<file path="config.mk">
export PLATFORM = sky130hd
export DESIGN_NAME = pwmdt_channel
export DESIGN_NICKNAME = d
export VERILOG_FILES = /design/src/hw/pwmdt_pkg.sv /design/src/hw/pwmdt_dt_if.sv /design/src/hw/pwmdt_channel.sv /design/src/hw/pwmdt_dt_calc.sv
export VERILOG_INCLUDE_DIRS = /design/src /design/src/hw
export SDC_FILE = /design/constraint.sdc
export NUM_CORES = 1
export LEC_CHECK = 0
export ABC_AREA = 0
export BUFFER_PORTS_ARGS = -buffer_cell sky130_fd_sc_hd__buf_2
export CAP_MARGIN = 10
export CELL_PAD_IN_SITES_DETAIL_PLACEMENT = 0
export CELL_PAD_IN_SITES_GLOBAL_PLACEMENT = 1
export CORE_UTILIZATION = 40
export DETAILED_ROUTE_END_ITERATION = 10
export PLACE_DENSITY = 0.72
export SLEW_MARGIN = 20
export SYNTH_ARGS = -nofsm -noshare
export SYNTH_HDL_FRONTEND = slang
export SYNTH_SLANG_ARGS = --single-unit
</file>
<file path="constraint.sdc">
create_clock -name clk -period 17.8 [get_ports clk]
set_input_delay 0.89 -clock clk [delete_from_list [all_inputs] [get_ports clk]]
set_output_delay 0.89 -clock clk [all_outputs]
set_load 0.02 [all_outputs]
</file>
<file path="src/hw/pwmdt_params.svh">
/*
  Register offsets, field positions, reset values and timing counts
  for the PWM channel with automatic dead time.
  Assumes inclusion by bare name; definitions only.
*/
`ifndef PWMDT_PARAMS_SVH
`define PWMDT_PARAMS_SVH

// Widths
`define PWMDT_AW            4
`define PWMDT_DW            32
`define PWMDT_CW            16

// Register offsets on the plain register port
`define PWMDT_OFF_CTRL      4'h0
`define PWMDT_OFF_PERIOD    4'h1
`define PWMDT_OFF_CCA       4'h2
`define PWMDT_OFF_CCB       4'h3
`define PWMDT_OFF_NDT       4'h4
`define PWMDT_OFF_UPSR      4'h5
`define PWMDT_OFF_DNSR      4'h6
`define PWMDT_OFF_CNT       4'h7
`define PWMDT_OFF_STAT      4'h8
`define PWMDT_OFF_MASK      4'h9

// Control field positions
`define PWMDT_CTRL_RUN      0
`define PWMDT_CTRL_AUTODT   1
`define PWMDT_CTRL_CAPT     2
`define PWMDT_CTRL_MD_LO    4
`define PWMDT_CTRL_MD_HI    6
`define PWMDT_CTRL_USED     7'h77

// Mode field encodings
`define PWMDT_MD_TRI_BIT    2
`define PWMDT_MD_ONESHOT    2'h1

// Status bit positions
`define PWMDT_ST_DTERR      0
`define PWMDT_ST_CREST      1
`define PWMDT_ST_CAPT       2
`define PWMDT_ST_W          3

// Event source select width
`define PWMDT_SRC_W         2

// Reset values
`define PWMDT_RST_CTRL      7'h00
`define PWMDT_RST_PERIOD    16'hffff
`define PWMDT_RST_CC        16'h0000
`define PWMDT_RST_NDT       16'h0000

// Timing: recomputed value lands one count clock after an update
`define PWMDT_CLK_NS        10
`define PWMDT_LOAD_NS       10
`define PWMDT_LOAD_CYC      ((`PWMDT_LOAD_NS + `PWMDT_CLK_NS - 1) / `PWMDT_CLK_NS)

`endif

</file>
<file path="src/hw/pwmdt_pkg.sv">
/*
  Types shared by the PWM channel and its dead-time calculator.
  Assumes the params header is compiled alongside.
*/
package pwmdt_pkg;

  // Counter walk state
  typedef enum logic [1:0]
  {
    PWMDT_IDLE,
    PWMDT_UP,
    PWMDT_DOWN
  } pwmdt_state_t;

  typedef logic [15:0] pwmdt_cnt_t;

endpackage

</file>
<file path="src/hw/pwmdt_dt_if.sv">
/*
  Interface carrying compare inputs and dead-time results between the
  channel and its calculator.
  Assumes both ends run combinationally within one clock domain.
*/
`timescale 1ns/1ps

interface pwmdt_dt_if;
  pwmdt_pkg::pwmdt_cnt_t cca;
  pwmdt_pkg::pwmdt_cnt_t ndt;
  pwmdt_pkg::pwmdt_cnt_t period;
  logic                  tri_mode;
  pwmdt_pkg::pwmdt_cnt_t neg_cmp;
  pwmdt_pkg::pwmdt_cnt_t pos_cmp;
  logic                  dt_err;

  modport calc (input  cca, ndt, period, tri_mode,
                output neg_cmp, pos_cmp, dt_err);
  modport user (output cca, ndt, period, tri_mode,
                input  neg_cmp, pos_cmp, dt_err);
endinterface

</file>
<file path="src/hw/pwmdt_channel.sv">
/*
  One PWM timer channel: saw or triangle counting, event counting,
  input capture, complementary outputs with automatic dead time and a
  level interrupt.
  Assumes one clock, asynchronous active-low reset, and a register
  master that never issues read and write strobes together.
*/
`timescale 1ns/1ps
`include "pwmdt_params.svh"

module pwmdt_channel
(
  input  wire logic        clk,
  input  wire logic        rst_n,
  input  wire logic [3:0]  reg_addr,
  input  wire logic [31:0] reg_wdata,
  input  wire logic        reg_wr,
  input  wire logic        reg_rd,
  output logic      [31:0] reg_rdata,
  input  wire logic        up_event_pin,
  input  wire logic        down_event_pin,
  input  wire logic        capture_pin,
  output logic             pos_out,
  output logic             neg_out,
  output logic             irq
);

  logic [6:0]                ctrl_r;
  pwmdt_pkg::pwmdt_cnt_t     period_r;
  pwmdt_pkg::pwmdt_cnt_t     cca_r;
  pwmdt_pkg::pwmdt_cnt_t     ccb_r;
  pwmdt_pkg::pwmdt_cnt_t     ndt_r;
  logic [1:0]                upsr_r;
  logic [1:0]                dnsr_r;
  pwmdt_pkg::pwmdt_cnt_t     cnt_r;
  pwmdt_pkg::pwmdt_cnt_t     cnt_nxt;
  pwmdt_pkg::pwmdt_state_t   state_r;
  pwmdt_pkg::pwmdt_state_t   state_nxt;
  logic [2:0]                stat_r;
  logic [2:0]                mask_r;
  logic                      pend_r;
  logic                      crest_r;
  logic [2:0]                up_sync_r;
  logic [2:0]                dn_sync_r;
  logic [2:0]                cap_sync_r;
  logic                      up_lvl_r;
  logic                      dn_lvl_r;
  logic                      cap_lvl_r;
  logic                      up_rise;
  logic                      dn_rise;
  logic                      cap_rise;
  logic                      run;
  logic                      auto_dt;
  logic                      capt_mode;
  logic                      tri_mode;
  logic                      one_shot;
  logic                      evt_mode;
  logic                      up_tick;
  logic                      dn_tick;
  logic                      crest;
  logic                      dterr_evt;
  logic                      wr_src;
  pwmdt_pkg::pwmdt_cnt_t     pos_pt;
  pwmdt_pkg::pwmdt_cnt_t     neg_pt;

  pwmdt_dt_if dt_bus ();

  // Register write decode
  function automatic logic wr_hit(input logic [3:0] off);
    wr_hit = reg_wr && (reg_addr == off);
  endfunction

  // Three-stage filter: a change counts once stages two and three agree
  function automatic logic settle(input logic [2:0] s, input logic lvl);
    settle = (s[1] == s[2]) ? s[2] : lvl;
  endfunction

  assign run       = ctrl_r[`PWMDT_CTRL_RUN];
  assign auto_dt   = ctrl_r[`PWMDT_CTRL_AUTODT];
  assign capt_mode = ctrl_r[`PWMDT_CTRL_CAPT];
  assign tri_mode  = ctrl_r[`PWMDT_CTRL_MD_LO + `PWMDT_MD_TRI_BIT];
  // Capture ignores the lower mode bits
  assign one_shot  = !capt_mode && !tri_mode &&
    (ctrl_r[`PWMDT_CTRL_MD_LO +: 2] == `PWMDT_MD_ONESHOT);
  // Event sources override the waveform walk in the up state; the down state keeps walking
  assign evt_mode  = (upsr_r != 2'h0) || (dnsr_r != 2'h0);

  // Sources of the dead-time calculation
  assign wr_src = wr_hit(`PWMDT_OFF_CCA) || wr_hit(`PWMDT_OFF_NDT) ||
                  wr_hit(`PWMDT_OFF_PERIOD) || wr_hit(`PWMDT_OFF_CTRL);

  // Calculator fed from compare A and negative dead time
  assign dt_bus.cca      = cca_r;
  assign dt_bus.ndt      = ndt_r;
  assign dt_bus.period   = period_r;
  assign dt_bus.tri_mode = tri_mode;

  pwmdt_dt_calc u_calc
  (
    .dt (dt_bus)
  );

  // Pin synchronisers
  always_ff @(posedge clk or negedge rst_n)
  begin
    if (!rst_n)
    begin
      up_sync_r  <= 3'h0;
      dn_sync_r  <= 3'h0;
      cap_sync_r <= 3'h0;
    end
    else
    begin
      up_sync_r  <= {up_sync_r[1:0], up_event_pin};
      dn_sync_r  <= {dn_sync_r[1:0], down_event_pin};
      cap_sync_r <= {cap_sync_r[1:0], capture_pin};
    end
  end

  // Settled pin levels
  always_ff @(posedge clk or negedge rst_n)
  begin
    if (!rst_n)
    begin
      up_lvl_r  <= 1'b0;
      dn_lvl_r  <= 1'b0;
      cap_lvl_r <= 1'b0;
    end
    else
    begin
      up_lvl_r  <= settle(up_sync_r, up_lvl_r);
      dn_lvl_r  <= settle(dn_sync_r, dn_lvl_r);
      cap_lvl_r <= settle(cap_sync_r, cap_lvl_r);
    end
  end

  assign up_rise  = settle(up_sync_r, up_lvl_r) && !up_lvl_r;
  assign dn_rise  = settle(dn_sync_r, dn_lvl_r) && !dn_lvl_r;
  assign cap_rise = settle(cap_sync_r, cap_lvl_r) && !cap_lvl_r;

  assign up_tick = (upsr_r[0] && up_rise) || (upsr_r[1] && dn_rise);
  assign dn_tick = (dnsr_r[0] && up_rise) || (dnsr_r[1] && dn_rise);

  // Counter walk
  always_comb
  begin
    cnt_nxt   = cnt_r;
    state_nxt = state_r;
    case (state_r)
      pwmdt_pkg::PWMDT_IDLE:
      begin
        if (run)
          state_nxt = pwmdt_pkg::PWMDT_UP;
      end
      pwmdt_pkg::PWMDT_UP:
      begin
        if (!run)
          state_nxt = pwmdt_pkg::PWMDT_IDLE;
        else if (evt_mode)
        begin
          if (up_tick && !dn_tick)
            cnt_nxt = cnt_r + 16'h0001;
          else if (dn_tick && !up_tick)
            cnt_nxt = cnt_r - 16'h0001;
        end
        else if (cnt_r < period_r)
          cnt_nxt = cnt_r + 16'h0001;
        else if (tri_mode)
        begin
          cnt_nxt   = cnt_r - 16'h0001;
          state_nxt = pwmdt_pkg::PWMDT_DOWN;
        end
        else if (one_shot)
          state_nxt = pwmdt_pkg::PWMDT_IDLE;
        else
          cnt_nxt = 16'h0000;
      end
      pwmdt_pkg::PWMDT_DOWN:
      begin
        if (!run)
          state_nxt = pwmdt_pkg::PWMDT_IDLE;
        else if (cnt_r != 16'h0000)
          cnt_nxt = cnt_r - 16'h0001;
        else
        begin
          cnt_nxt   = 16'h0001;
          state_nxt = pwmdt_pkg::PWMDT_UP;
        end
      end
      default:
        state_nxt = pwmdt_pkg::PWMDT_IDLE;
    endcase
  end

  assign crest = (state_r == pwmdt_pkg::PWMDT_UP) && run && !evt_mode &&
                 (cnt_r >= period_r);

  // Counter and state
  always_ff @(posedge clk or negedge rst_n)
  begin
    if (!rst_n)
    begin
      cnt_r   <= 16'h0000;
      state_r <= pwmdt_pkg::PWMDT_IDLE;
    end
    else if (wr_hit(`PWMDT_OFF_CNT) && !run)
    begin
      cnt_r   <= reg_wdata[15:0];
      state_r <= state_nxt;
    end
    else
    begin
      cnt_r   <= cnt_nxt;
      state_r <= state_nxt;
    end
  end

  // Configuration registers
  always_ff @(posedge clk or negedge rst_n)
  begin
    if (!rst_n)
    begin
      ctrl_r   <= `PWMDT_RST_CTRL;
      period_r <= `PWMDT_RST_PERIOD;
      ndt_r    <= `PWMDT_RST_NDT;
      upsr_r   <= 2'h0;
      dnsr_r   <= 2'h0;
      mask_r   <= 3'h0;
    end
    else
    begin
      // Mode field taken as written; stopping first is up to software
      if (wr_hit(`PWMDT_OFF_CTRL))
        ctrl_r <= reg_wdata[6:0] & `PWMDT_CTRL_USED;
      if (wr_hit(`PWMDT_OFF_PERIOD))
        period_r <= reg_wdata[15:0];
      if (wr_hit(`PWMDT_OFF_NDT))
        ndt_r <= reg_wdata[15:0];
      if (wr_hit(`PWMDT_OFF_UPSR))
        upsr_r <= reg_wdata[1:0];
      if (wr_hit(`PWMDT_OFF_DNSR))
        dnsr_r <= reg_wdata[1:0];
      if (wr_hit(`PWMDT_OFF_MASK))
        mask_r <= reg_wdata[2:0];
    end
  end

  // Compare A: software write or input capture
  always_ff @(posedge clk or negedge rst_n)
  begin
    if (!rst_n)
      cca_r <= `PWMDT_RST_CC;
    else if (capt_mode && cap_rise)
      cca_r <= cnt_r;
    else if (wr_hit(`PWMDT_OFF_CCA))
      cca_r <= reg_wdata[15:0];
  end

  // Update pending and crest markers
  always_ff @(posedge clk or negedge rst_n)
  begin
    if (!rst_n)
    begin
      pend_r  <= 1'b0;
      crest_r <= 1'b0;
    end
    else
    begin
      pend_r  <= wr_src;
      crest_r <= crest && tri_mode;
    end
  end

  // Compare B: software value, or computed value in auto dead time
  always_ff @(posedge clk or negedge rst_n)
  begin
    if (!rst_n)
      ccb_r <= `PWMDT_RST_CC;
    else if (auto_dt)
    begin
      // Reload after update; and after triangle crest; adjusted
      if (pend_r || crest_r)
        ccb_r <= dt_bus.neg_cmp;
    end
    // Direct writes only count outside auto dead time
    else if (wr_hit(`PWMDT_OFF_CCB))
      ccb_r <= reg_wdata[15:0];
  end

  assign pos_pt = auto_dt ? dt_bus.pos_cmp : cca_r;
  assign neg_pt = ccb_r;

  // Complementary outputs; one-shot overlap not corrected
  always_ff @(posedge clk or negedge rst_n)
  begin
    if (!rst_n)
    begin
      pos_out <= 1'b0;
      neg_out <= 1'b0;
    end
    else if (state_r == pwmdt_pkg::PWMDT_IDLE || capt_mode)
    begin
      pos_out <= 1'b0;
      neg_out <= 1'b0;
    end
    else
    begin
      pos_out <= (cnt_r < pos_pt);
      neg_out <= (cnt_r >= neg_pt);
    end
  end

  // Error event raised when an adjusted value is loaded
  assign dterr_evt = auto_dt && (pend_r || crest_r) && dt_bus.dt_err;

  // Sticky status, write one to clear, set wins
  always_ff @(posedge clk or negedge rst_n)
  begin
    if (!rst_n)
      stat_r <= 3'h0;
    else
    begin
      stat_r <= (stat_r & ~((wr_hit(`PWMDT_OFF_STAT)) ? reg_wdata[2:0]
                                                       : 3'h0))
                | {capt_mode && cap_rise, crest, dterr_evt};
    end
  end

  // Interrupt level
  always_ff @(posedge clk or negedge rst_n)
  begin
    if (!rst_n)
      irq <= 1'b0;
    else
      irq <= |(stat_r & mask_r);
  end

  // Read data, one cycle after the strobe
  always_ff @(posedge clk or negedge rst_n)
  begin
    if (!rst_n)
      reg_rdata <= 32'h0000_0000;
    else if (reg_rd)
    begin
      case (reg_addr)
        `PWMDT_OFF_CTRL:   reg_rdata <= {25'h0, ctrl_r};
        `PWMDT_OFF_PERIOD: reg_rdata <= {16'h0, period_r};
        `PWMDT_OFF_CCA:    reg_rdata <= {16'h0, cca_r};
        `PWMDT_OFF_CCB:    reg_rdata <= {16'h0, ccb_r};
        `PWMDT_OFF_NDT:    reg_rdata <= {16'h0, ndt_r};
        `PWMDT_OFF_UPSR:   reg_rdata <= {30'h0, upsr_r};
        `PWMDT_OFF_DNSR:   reg_rdata <= {30'h0, dnsr_r};
        `PWMDT_OFF_CNT:    reg_rdata <= {16'h0, cnt_r};
        `PWMDT_OFF_STAT:   reg_rdata <= {29'h0, stat_r};
        `PWMDT_OFF_MASK:   reg_rdata <= {29'h0, mask_r};
        default:           reg_rdata <= 32'h0000_0000;
      endcase
    end
    else
      reg_rdata <= 32'h0000_0000;
  end

endmodule

</file>
<file path="src/hw/pwmdt_dt_calc.sv">
/*
  Dead-time calculator: derives the negative-phase compare point from
  compare A and the negative dead time, and adjusts both on error.
  Assumes inputs are stable registers of the same clock domain.
*/
`timescale 1ns/1ps

module pwmdt_dt_calc
(
  pwmdt_dt_if.calc dt
);

  logic [16:0] raw_sum;

  // Negative point lies dead time after the positive point (up count)
  assign raw_sum = {1'b0, dt.cca} + {1'b0, dt.ndt};

  // Past the period: pin negative point to period, pull positive back
  always_comb
  begin
    dt.dt_err  = (raw_sum > {1'b0, dt.period});
    dt.neg_cmp = raw_sum[15:0];
    dt.pos_cmp = dt.cca;
    if (dt.dt_err)
    begin
      dt.neg_cmp = dt.period;
      if (dt.ndt > dt.period)
        dt.pos_cmp = 16'h0000;
      else
        dt.pos_cmp = dt.period - dt.ndt;
    end
  end

endmodule

</file>
=== Word level (Yosys, flattened, before mapping) ===
Index checks and enable logic that the tools add are counted.
Widths: inputs -> output; s select.

* Input port bits: 43
* Register bits after elaboration: 147
* Output and inout port bits: 35
* Logic and storage cells: 157

* Add/sub/neg operators: 4
* Reduce and logical (&&, ||, !) cells: 58
* Mux-type cells: 37
* $lt $le $gt $ge: 6
* Equality and inequality tests: 25
* Bitwise gates (word level): 4

{| class="wikitable"
|+ Operators with widths
! operator !! count
|-
| $mux 16 || 19
|-
| $pmux 16 s10 || 1
|-
| $ge 16x16->1 || 2
|-
| $lt 16x16->1 || 2
|-
| $mux 32 || 1
|-
| $pmux 16 s2 || 1
|-
| $logic_and 1x1->1 || 29
|-
| $add 16x16->17 || 1
|-
| $gt 17x16->1 || 1
|-
| $add 16x1->16 const B || 1
|-
| $eq 4x3->1 const B || 4
|-
| $gt 16x16->1 || 1
|-
| $mux 2 || 8
|-
| $reduce_bool 16->1 || 1
|-
| $sub 16x1->16 const B || 1
|-
| $sub 16x16->16 || 1
|-
| $ne 3x3->1 const B || 4
|-
| $reduce_and 5->1 || 2
|-
| $logic_not 1->1 || 9
|-
| $eq 4x2->1 const B || 2
|-
| $eq 4x4->1 const B || 2
|-
| $logic_or 1x1->1 || 8
|-
| $reduce_bool 2->1 || 4
|-
| $and 3x3->3 || 2
|-
| 20 further kinds || 27
|}

=== Depth between registers and ports, before layout ===
Gate-level depths: netlist (run 1).

* Word-level depth: 13
* Gate-level depth with buffers: 28
* Depth with buffers taken out: 26

=== Hierarchy ===
A second synthesis (run 1) with hierarchy kept.

* Cell total of the unflattened synthesis: 1204
* Area total of the unflattened synthesis: 10889.2 um2

{| class="wikitable"
|+ Modules (own cells, without submodules)
! module !! area an instance (um2) !! instances !! sequential area each (um2) !! cells an instance
|-
| pwmdt_channel || 8544.4 || 1 || 3298.2 || 899
|-
| pwmdt_dt_calc || 2344.7 || 1 || 0.0 || 305
|}

=== Worst setup path before layout (run 1) ===
Ideal clock, no wire load.

* Path kind: register to register
* Start point: reg cca_r[0]
* End point: reg pos_out
* Library setup time: 124 ps
* Buffers on the path: 2
* Data required time: 17676 ps
* Stages on the path, launching flop included: 24
* Path slack: 12200 ps
* Clock period less this slack: 5600 ps
* Arrival: 5476 ps
* Cells stage by stage: dfrtp_1 ha_1 fa_1 a211oi_1 o21ai_0 a2111oi_2 o311ai_0 a21oi_1 xnor2_1 ha_1 nand4_1 nor2_1 a41o_1 a31o_2 a31o_2 buf_2 nor2b_1 buf_2 a22oi_1 ha_1 nand4_1 or3_1 or3_1 o31a_1

* Longest elaborated chain between the ends: 6

{| class="wikitable"
|+ RTL lines
! item !! RTL line !! RTL
|-
| start: declaration || pwmdt_channel.sv:30 || <nowiki>pwmdt_pkg::pwmdt_cnt_t cca_r;</nowiki>
|-
| start signal: assignment || pwmdt_channel.sv:252 || <nowiki>cca_r <= `PWMDT_RST_CC;</nowiki>
|-
| start signal: assignment || pwmdt_channel.sv:254 || <nowiki>cca_r <= cnt_r;</nowiki>
|-
| start signal: assignment || pwmdt_channel.sv:256 || <nowiki>cca_r <= reg_wdata[15:0];</nowiki>
|-
| $add 16x16->17 || pwmdt_dt_calc.sv:16 || <nowiki>assign raw_sum = {1'b0, dt.cca} + {1'b0, dt.ndt};</nowiki>
|-
| $gt 17x16->1 || pwmdt_dt_calc.sv:21 || <nowiki>dt.dt_err = (raw_sum > {1'b0, dt.period});</nowiki>
|-
| $mux 16 || pwmdt_dt_calc.sv:24 || <nowiki>if (dt.dt_err)</nowiki>
|-
| $mux 16 * || pwmdt_channel.sv:290 || <nowiki>assign pos_pt = auto_dt ? dt_bus.pos_cmp : cca_r;</nowiki>
|-
| $lt 16x16->1 * || pwmdt_channel.sv:308 || <nowiki>pos_out <= (cnt_r < pos_pt);</nowiki>
|-
| $mux 1 * || pwmdt_channel.sv:301 || <nowiki>else if (state_r == pwmdt_pkg::PWMDT_IDLE || capt_mode)</nowiki>
|-
| end signal: assignment || pwmdt_channel.sv:308 ||
|-
| end: declaration || pwmdt_channel.sv:23 || <nowiki>output logic pos_out,</nowiki>
|}

Every way passes the cells marked *; elsewhere a longest branch is shown, timed or not.
A chain may end at the register's enable or synchronous reset.

=== Worst setup path after layout (run 1) ===
Same ends and word-level chain as after synthesis.

==> flow_summary.yaml, run 1 <==
worst_setup_path:
  crit_path_start_kind: "flip-flop"
  arrival_time_at_the_worst_endpoint_ns: 7.36
  regToRegSetupSlack_ns: 10.75
  max_fo_critical_path: 19
  critPathRequiredTime_ns: 18.10
  worst-setup-path-type: "flip-flop to flip-flop"
  crit_path_end_kind: "flip-flop"
placed_design:
  dpl_worst_slack_ns: 10.80
  place_congestion: 0.878
  detailedPlacementHpwl_um: 24200
  buffer_ports.inserted: 45
  dpl.cell_count: 1477
pwr:
  p_total_mw: 2.14
  irDropWorstVdd_mv: 0.0952
  cellPowerDensity_mw_per_mm2: 188
  p_leak_nw: 5.07
synth:
  postSynth.asyncResetShare_pct: 100
  synth.yosys.seq_area_share_pct: 31.7
  synthFlopType: "dfrtp_1"
  yosys.area.top_type_share_pct: 27.7
  netlist-cell-type-count: 88
  synth_most_common_cell: "dfrtp_1"
  syn_avg_cell_area_um2: 9.07
  synth.area.top_cells: "dfrtp_1 (28%), ha_1 (12%), mux2_2 (5.2%)"
  synth_top_cells_by_count: "dfrtp_1 (115), ha_1 (102), a21oi_1 (99)"
  yosys_register_bits: 131
  yosys_warnings: 0
  syn_inst: 1147
  synth_enable_flop_cells: 0
  netlist.top_cell.by_area: "dfrtp_1"
  mappedNetlistArea_mm2: 0.0104
global_routing:
  antenna_found_initial: 0
  gr-total-overflow: 0
  grtUsageTotal_pct: 25.5
  grtUsageMet3_pct: 3.05
  globalRouteMet1Util_pct: 36.0
  grt-busiest-layer: "met2"
  grt_pass1_vias: 8792
  grt_max_degree: 69
  grtUsageMet2_pct: 40.3
  grt_pass1_wl_um: 51100
route:
  drtIter0Drc: 858
  detail_route.wl_per_cell_um: 21.5
  dr.pass1.iters: 5
  wirelength_um: 32500
  drt_drc_violations_left: 0
  detailroute.via_count: 9025
  drt-vias-per-instance: 5.98
  drtAntennaViolNets: 0
floorplanning:
  die_y_um: 163
  full_die_area_mm2: 0.0266
  placeableCoreArea_mm2: 0.0253
  num_io_pins: 78
  core.rowCount: 58
  initial_util_pct: 41.1
  floorplan.die.width_um: 163
timing:
  fin_skew_ns: 0.0129
  final_total_negative_setup_slack_ns: 0
  slew_headroom_pct: 27.3
  timing.final.ws_setup_ns: 10.75
  period_share_pct: 39.6
  whs_ns: 0.348
  final-max-slew-violation-count: 0
  setup_violations: 0
  final_period_minus_worst_setup_slack_ns: 7.05
  worstMarginPinSlew_ns: 1.09
  rsz0062_at_grt: "no"
  final-hold-violation-count: 0
  fmax_mhz: 142
outcome:
  status: "finished, final reports clean"
clock_tree:
  cts.repair_timing.setup_buffer_count: 0
  post_cts_resized: 0
  ctsRootBufferMaster: "clkbuf_16"
  cts_tree: "built"
  holdBufCountCts: 0
  cts.clk_slew.worst_paths_ns: 0.07
  cts.htree.levels: 4
  clkSinkCount: 131
  cts_buffers: 17
  worstSkewPairLatency_ns: 0.43
  ctsLongestPathBuffers: 2
min_path:
  min_path_type: "flip-flop to flip-flop"
job:
  cap_violations: 0
finish:
  finish.cell_count_without_fillers: 1509
  synthToLayoutAreaGrowth_pct: 9.36
  design.final.nets: 1313
  antennaDiodeCount: 0
  final_layout_size_suffix_gt1_share_pct: 15.3
## stage by stage
stage	util (%)	instance area, um2
finish	44.9	11400
global route	44.9	11400
CTS	44.9	11400
detailed placement	42.4	10700
global placement	42.4	10700
floorplan	-	10500
## final timing paths
check,endpoint,from,cells past startpoint
max reg2reg,pos_out,cca_r[0],21
max in group asynchronous,cca_r[15],rst_n,2
max,pos_out,cca_r[0],21
min in group asynchronous,up_sync_r[0],rst_n,1
min,up_sync_r[1],up_sync_r[0],0
min reg2reg,up_sync_r[1],up_sync_r[0],0
## report_power, final
group          internal [mW]  switching, mW
Sequential             0.390          0.159
Clock                  0.235          0.143
Combinational          0.518          0.696
Total                   1.14          0.998
## registers in the layout (all words and copies together), names as in the netlist, 6 cells and up
name           cells
dt_bus.ndt        16
dt_bus.period     16
cca_r             16
reg_rdata         16
cnt_r             16
ctrl_r             6
ccb_r             16
## critical path, stage by stage (launching register included)
cell	delay, ns
dfrtp_1	0.43
ha_1	0.26
fa_1	0.43
a211oi_1	0.31
o21ai_0	0.24
a2111oi_2	0.55
o311ai_0	0.25
a21oi_1	0.24
xnor2_1	0.19
ha_1	0.30
nand4_1	0.07
nor2_1	0.07
a41o_1	0.23
a31o_2	0.22
a31o_2	0.34
nor2b_1	0.84
a32oi_1	0.26
ha_1	0.41
nand4_1	0.12
or3_1	0.42
or3_1	0.39
o31a_1	0.32
## cell type report
cell class | count | area [um2]
clock inverter | 12 | 184
fill | 2466 | 14000
multi-input combinational | 877 | 6400
timing repair buffer | 60 | 344
tap | 330 | 413
sequential | 131 | 3300
inverter | 79 | 297
clock buffer | 20 | 437
## per-layer routing
metal | part of all wire, % | vias to the layer above
li1 | - | 4270
met1 | 46 | 4412
met2 | 46 | 302
met3 | 6.2 | 41
met4 | 2.3 | 0
met5 | 0 | -
## cell families after synthesis
family          count (synthesis)  synth area share, %
compound gates                350                 22.7
simple gates                  293                 14.3
buf+inv                       154                 7.46
flops                         131                 31.7
fa+ha+maj                     107                 12.9
mux                            81                 8.37
xor+xnor                       30                 2.53
other cells                     1               0.0361
## cell usage in the layout, fill, tap and decap left out, drive strengths merged, types with 10 or more instances in the layout
cell and instances:
nand2 69, nor3b 15, and3 10, conb 16, a222oi 16, mux2 48
dfstp 16, xnor2 22, a31oi 16, o21ai 68, dfrtp 115, nor3 30
o31ai 14, a22oi 30, a21oi 99, ha 102, a211oi 10, mux2i 33
a21o 19, nand3 26, buf 60, nor2 86, clkbuf 20, inv 79
(Power assumes the default switching activity.)
==> run 2: changes to the inputs <==
--- a/config.mk
+++ b/config.mk
@@ -6,14 +6,14 @@
 export SDC_FILE = /design/constraint.sdc
 export NUM_CORES = 1
 export LEC_CHECK = 0
-export ABC_AREA = 0
+export ABC_AREA = 1
 export BUFFER_PORTS_ARGS = -buffer_cell sky130_fd_sc_hd__buf_2
 export CAP_MARGIN = 10
 export CELL_PAD_IN_SITES_DETAIL_PLACEMENT = 0
 export CELL_PAD_IN_SITES_GLOBAL_PLACEMENT = 1
 export CORE_UTILIZATION = 40
 export DETAILED_ROUTE_END_ITERATION = 10
-export PLACE_DENSITY = 0.72
+export PLACE_DENSITY = 0.75
 export SLEW_MARGIN = 20
 export SYNTH_ARGS = -nofsm -noshare
 export SYNTH_HDL_FRONTEND = slang
==> constraint.sdc (replaced) <==
create_clock -name clk -period 6.7 [get_ports clk]
set_input_delay 0.335 -clock clk [delete_from_list [all_inputs] [get_ports clk]]
set_output_delay 0.335 -clock clk [all_outputs]
set_load 0.02 [all_outputs]
==> run 2 against run 1 <==
  * Worst hold slack got worse by 0.22 ns
  * Register-to-register slack got worse by 9.0 ns
  * Final area decreased by 1.2%
  * Sequential share of layout area rose by 0.36 points
  * Critical endpoint unchanged
==> flow_summary.yaml, run 2 <==
clock_tree:
  cts_buffers: 17
  cts.repair_timing.setup_buffer_count: 0
  cts_tree: "built"
  clkSinkCount: 131
  holdBufCountCts: 4
  ctsLongestPathBuffers: 2
  post_cts_resized: 0
  cts.htree.levels: 4
  cts.clk_slew.worst_paths_ns: 0.07
  worstSkewPairLatency_ns: 0.43
  ctsRootBufferMaster: "clkbuf_16"
synth:
  synthFlopType: "dfrtp_1"
  syn_inst: 1319
  synth_top_cells_by_count: "nand2_1 (237), inv_1 (186), dfrtp_1 (115)"
  synth_most_common_cell: "nand2_1"
  yosys.area.top_type_share_pct: 28.4
  yosys_register_bits: 131
  synth.area.top_cells: "dfrtp_1 (28%), ha_1 (13%), nand2_1 (8.8%)"
  postSynth.asyncResetShare_pct: 100
  netlist.top_cell.by_area: "dfrtp_1"
  mappedNetlistArea_mm2: 0.0101
  synth.yosys.seq_area_share_pct: 32.5
  yosys_warnings: 0
  synth_enable_flop_cells: 0
  syn_avg_cell_area_um2: 7.69
  netlist-cell-type-count: 54
route:
  detail_route.wl_per_cell_um: 19.9
  dr.pass1.iters: 5
  drtIter0Drc: 871
  drt-vias-per-instance: 5.60
  detailroute.via_count: 9481
  drtAntennaViolNets: 0
  wirelength_um: 33800
  drt_drc_violations_left: 0
floorplanning:
  floorplan.die.width_um: 161
  initial_util_pct: 41.2
  die_y_um: 161
  placeableCoreArea_mm2: 0.0246
  full_die_area_mm2: 0.0260
  core.rowCount: 57
  num_io_pins: 78
global_routing:
  grt_max_degree: 74
  antenna_found_initial: 0
  grtUsageTotal_pct: 27.0
  grt_pass1_wl_um: 53000
  gr-total-overflow: 0
  grt_pass1_vias: 9395
timing:
  final_total_negative_setup_slack_ns: 0
  setup_violations: 0
  period_share_pct: 74.5
  final_period_minus_worst_setup_slack_ns: 4.99
  worstMarginPinSlew_ns: 0.801
  rsz0062_at_grt: "no"
  final-max-slew-violation-count: 0
  fmax_mhz: 200
  final-hold-violation-count: 0
  fin_skew_ns: 0.00980
  slew_headroom_pct: 46.2
worst_setup_path:
  crit_path_start_kind: "flip-flop"
  max_fo_critical_path: 6
  cp_num_buf_inv: 3
  critPathRequiredTime_ns: 7.06
  critical-path-slowest-cell: "dfrtp_1"
  path_delay_family: "simple AND/OR/NAND/NOR gates"
  worst-setup-path-type: "flip-flop to flip-flop"
  critPathMostFrequentCell: "nand2_1"
  crit_path_end_kind: "flip-flop"
  critical-path-max-stage-delay_ns: 0.46
  arrival_time_at_the_worst_endpoint_ns: 5.35
finish:
  finish.cell_count_without_fillers: 1694
  multi_input_area_mm2: 0.00584
  mostFrequentLayoutCells: "nand2_1 (237), inv_1 (186), dfrtp_1 (115)"
  synthToLayoutAreaGrowth_pct: 10.8
  num-fill-cells: 2523
  final_layout_size_suffix_gt1_share_pct: 10.8
  sequential_area_mm2: 0.00330
  most_frequent_standard_cell_in_the_layout_excluding_fill_and_tap_cells: "nand2_1"
  antennaDiodeCount: 0
  design.final.nets: 1504
pwr:
  irDropWorstVdd_mv: 0.205
  p_leak_nw: 5.39
  cellPowerDensity_mw_per_mm2: 456
placed_design:
  detailedPlacementHpwl_um: 26000
  place_congestion: 0.907
  buffer_ports.inserted: 45
  dpl.cell_count: 1658
job:
  cap_violations: 0
outcome:
  status: "finished, final reports clean"
min_path:
  min_path_type: "input port to flip-flop"
run 2: cells by family (layout without fill, tap and decap cells):
group / after synthesis / count (layout) / synth area share (%)
buffers and inverters: 255 / 291 / 10.4
DFF: 131 / 131 / 32.5
xor gates and xnor gates: 46 / 46 / 3.97
adders and majority gates: 107 / 107 / 13.3
AOI/OAI and AO/OA: 354 / 354 / 21.4
other: 1 / 16 / 0.0370
and+or+nand+nor: 425 / 425 / 18.4
run 2: worst paths after layout:
path / from / end / slack, ns / cells after the start
max in group asynchronous: rst_n / ccb_r[5] / 4.93 / 3
min: reg_rd / reg_rdata[1] / 0.13 / 3
min reg2reg: up_sync_r[0] / up_sync_r[1] / 0.34 / 0
max: cca_r[2] / pos_out / 1.71 / 29
max reg2reg: cca_r[2] / pos_out / 1.71 / 29
min in group asynchronous: rst_n / dnsr_r[0] / 0.49 / 2
run 2: stage by stage:
step	utilization [%]	area (um2)	power, mW	hold WS, ns	setup WS, ns
2_1_floorplan	-	10200	3.34	0.0394	2.47
3_3_place_gp	43.1	10600	4.09	0.332	1.76
3_5_place_dp	43.1	10600	4.12	0.336	1.75
4_1_cts	45.6	11200	5.09	0.119	1.68
5_1_grt	45.6	11200	5.57	0.148	1.23
6_report	45.6	11200	5.12	0.129	1.71
run 2: cell type report:
| cell class | count | area share, % |
|---|---|---|
| multi-input combinational | 948 | 52.0 |
| tap | 324 | 3.61 |
| clock buffer | 18 | 3.91 |
| clock inverter | 14 | 1.26 |
| timing repair buffer | 61 | 3.22 |
| inverter | 198 | 6.62 |
| sequential | 131 | 29.4 |
run 2: report_power, final:
part / switching, mW / internal (mW) / total (mW)
clock: 0.410 / 0.532 / 0.942
sequential: 0.391 / 1.03 / 1.42
combinational: 1.75 / 1.01 / 2.75
run 2: worst reg2reg max path, delay by kind of cell, from the launching register on:
kind	cells	cell delay (ns)
fa+ha+maj	3	1.01
flops	1	0.46
compound gates	6	1.17
xor+xnor	1	0.24
buf+inv	3	0.37
simple gates	16	1.65
run 2: per-layer routing:
metal	routed length (um)	global-route usage [%]	up-vias
li1	-	-	4589
met1	15500	37.8	4461
met2	14800	41.4	370
met3	2590	5.16	61
met4	905	9.48	0
met5	0	0	-
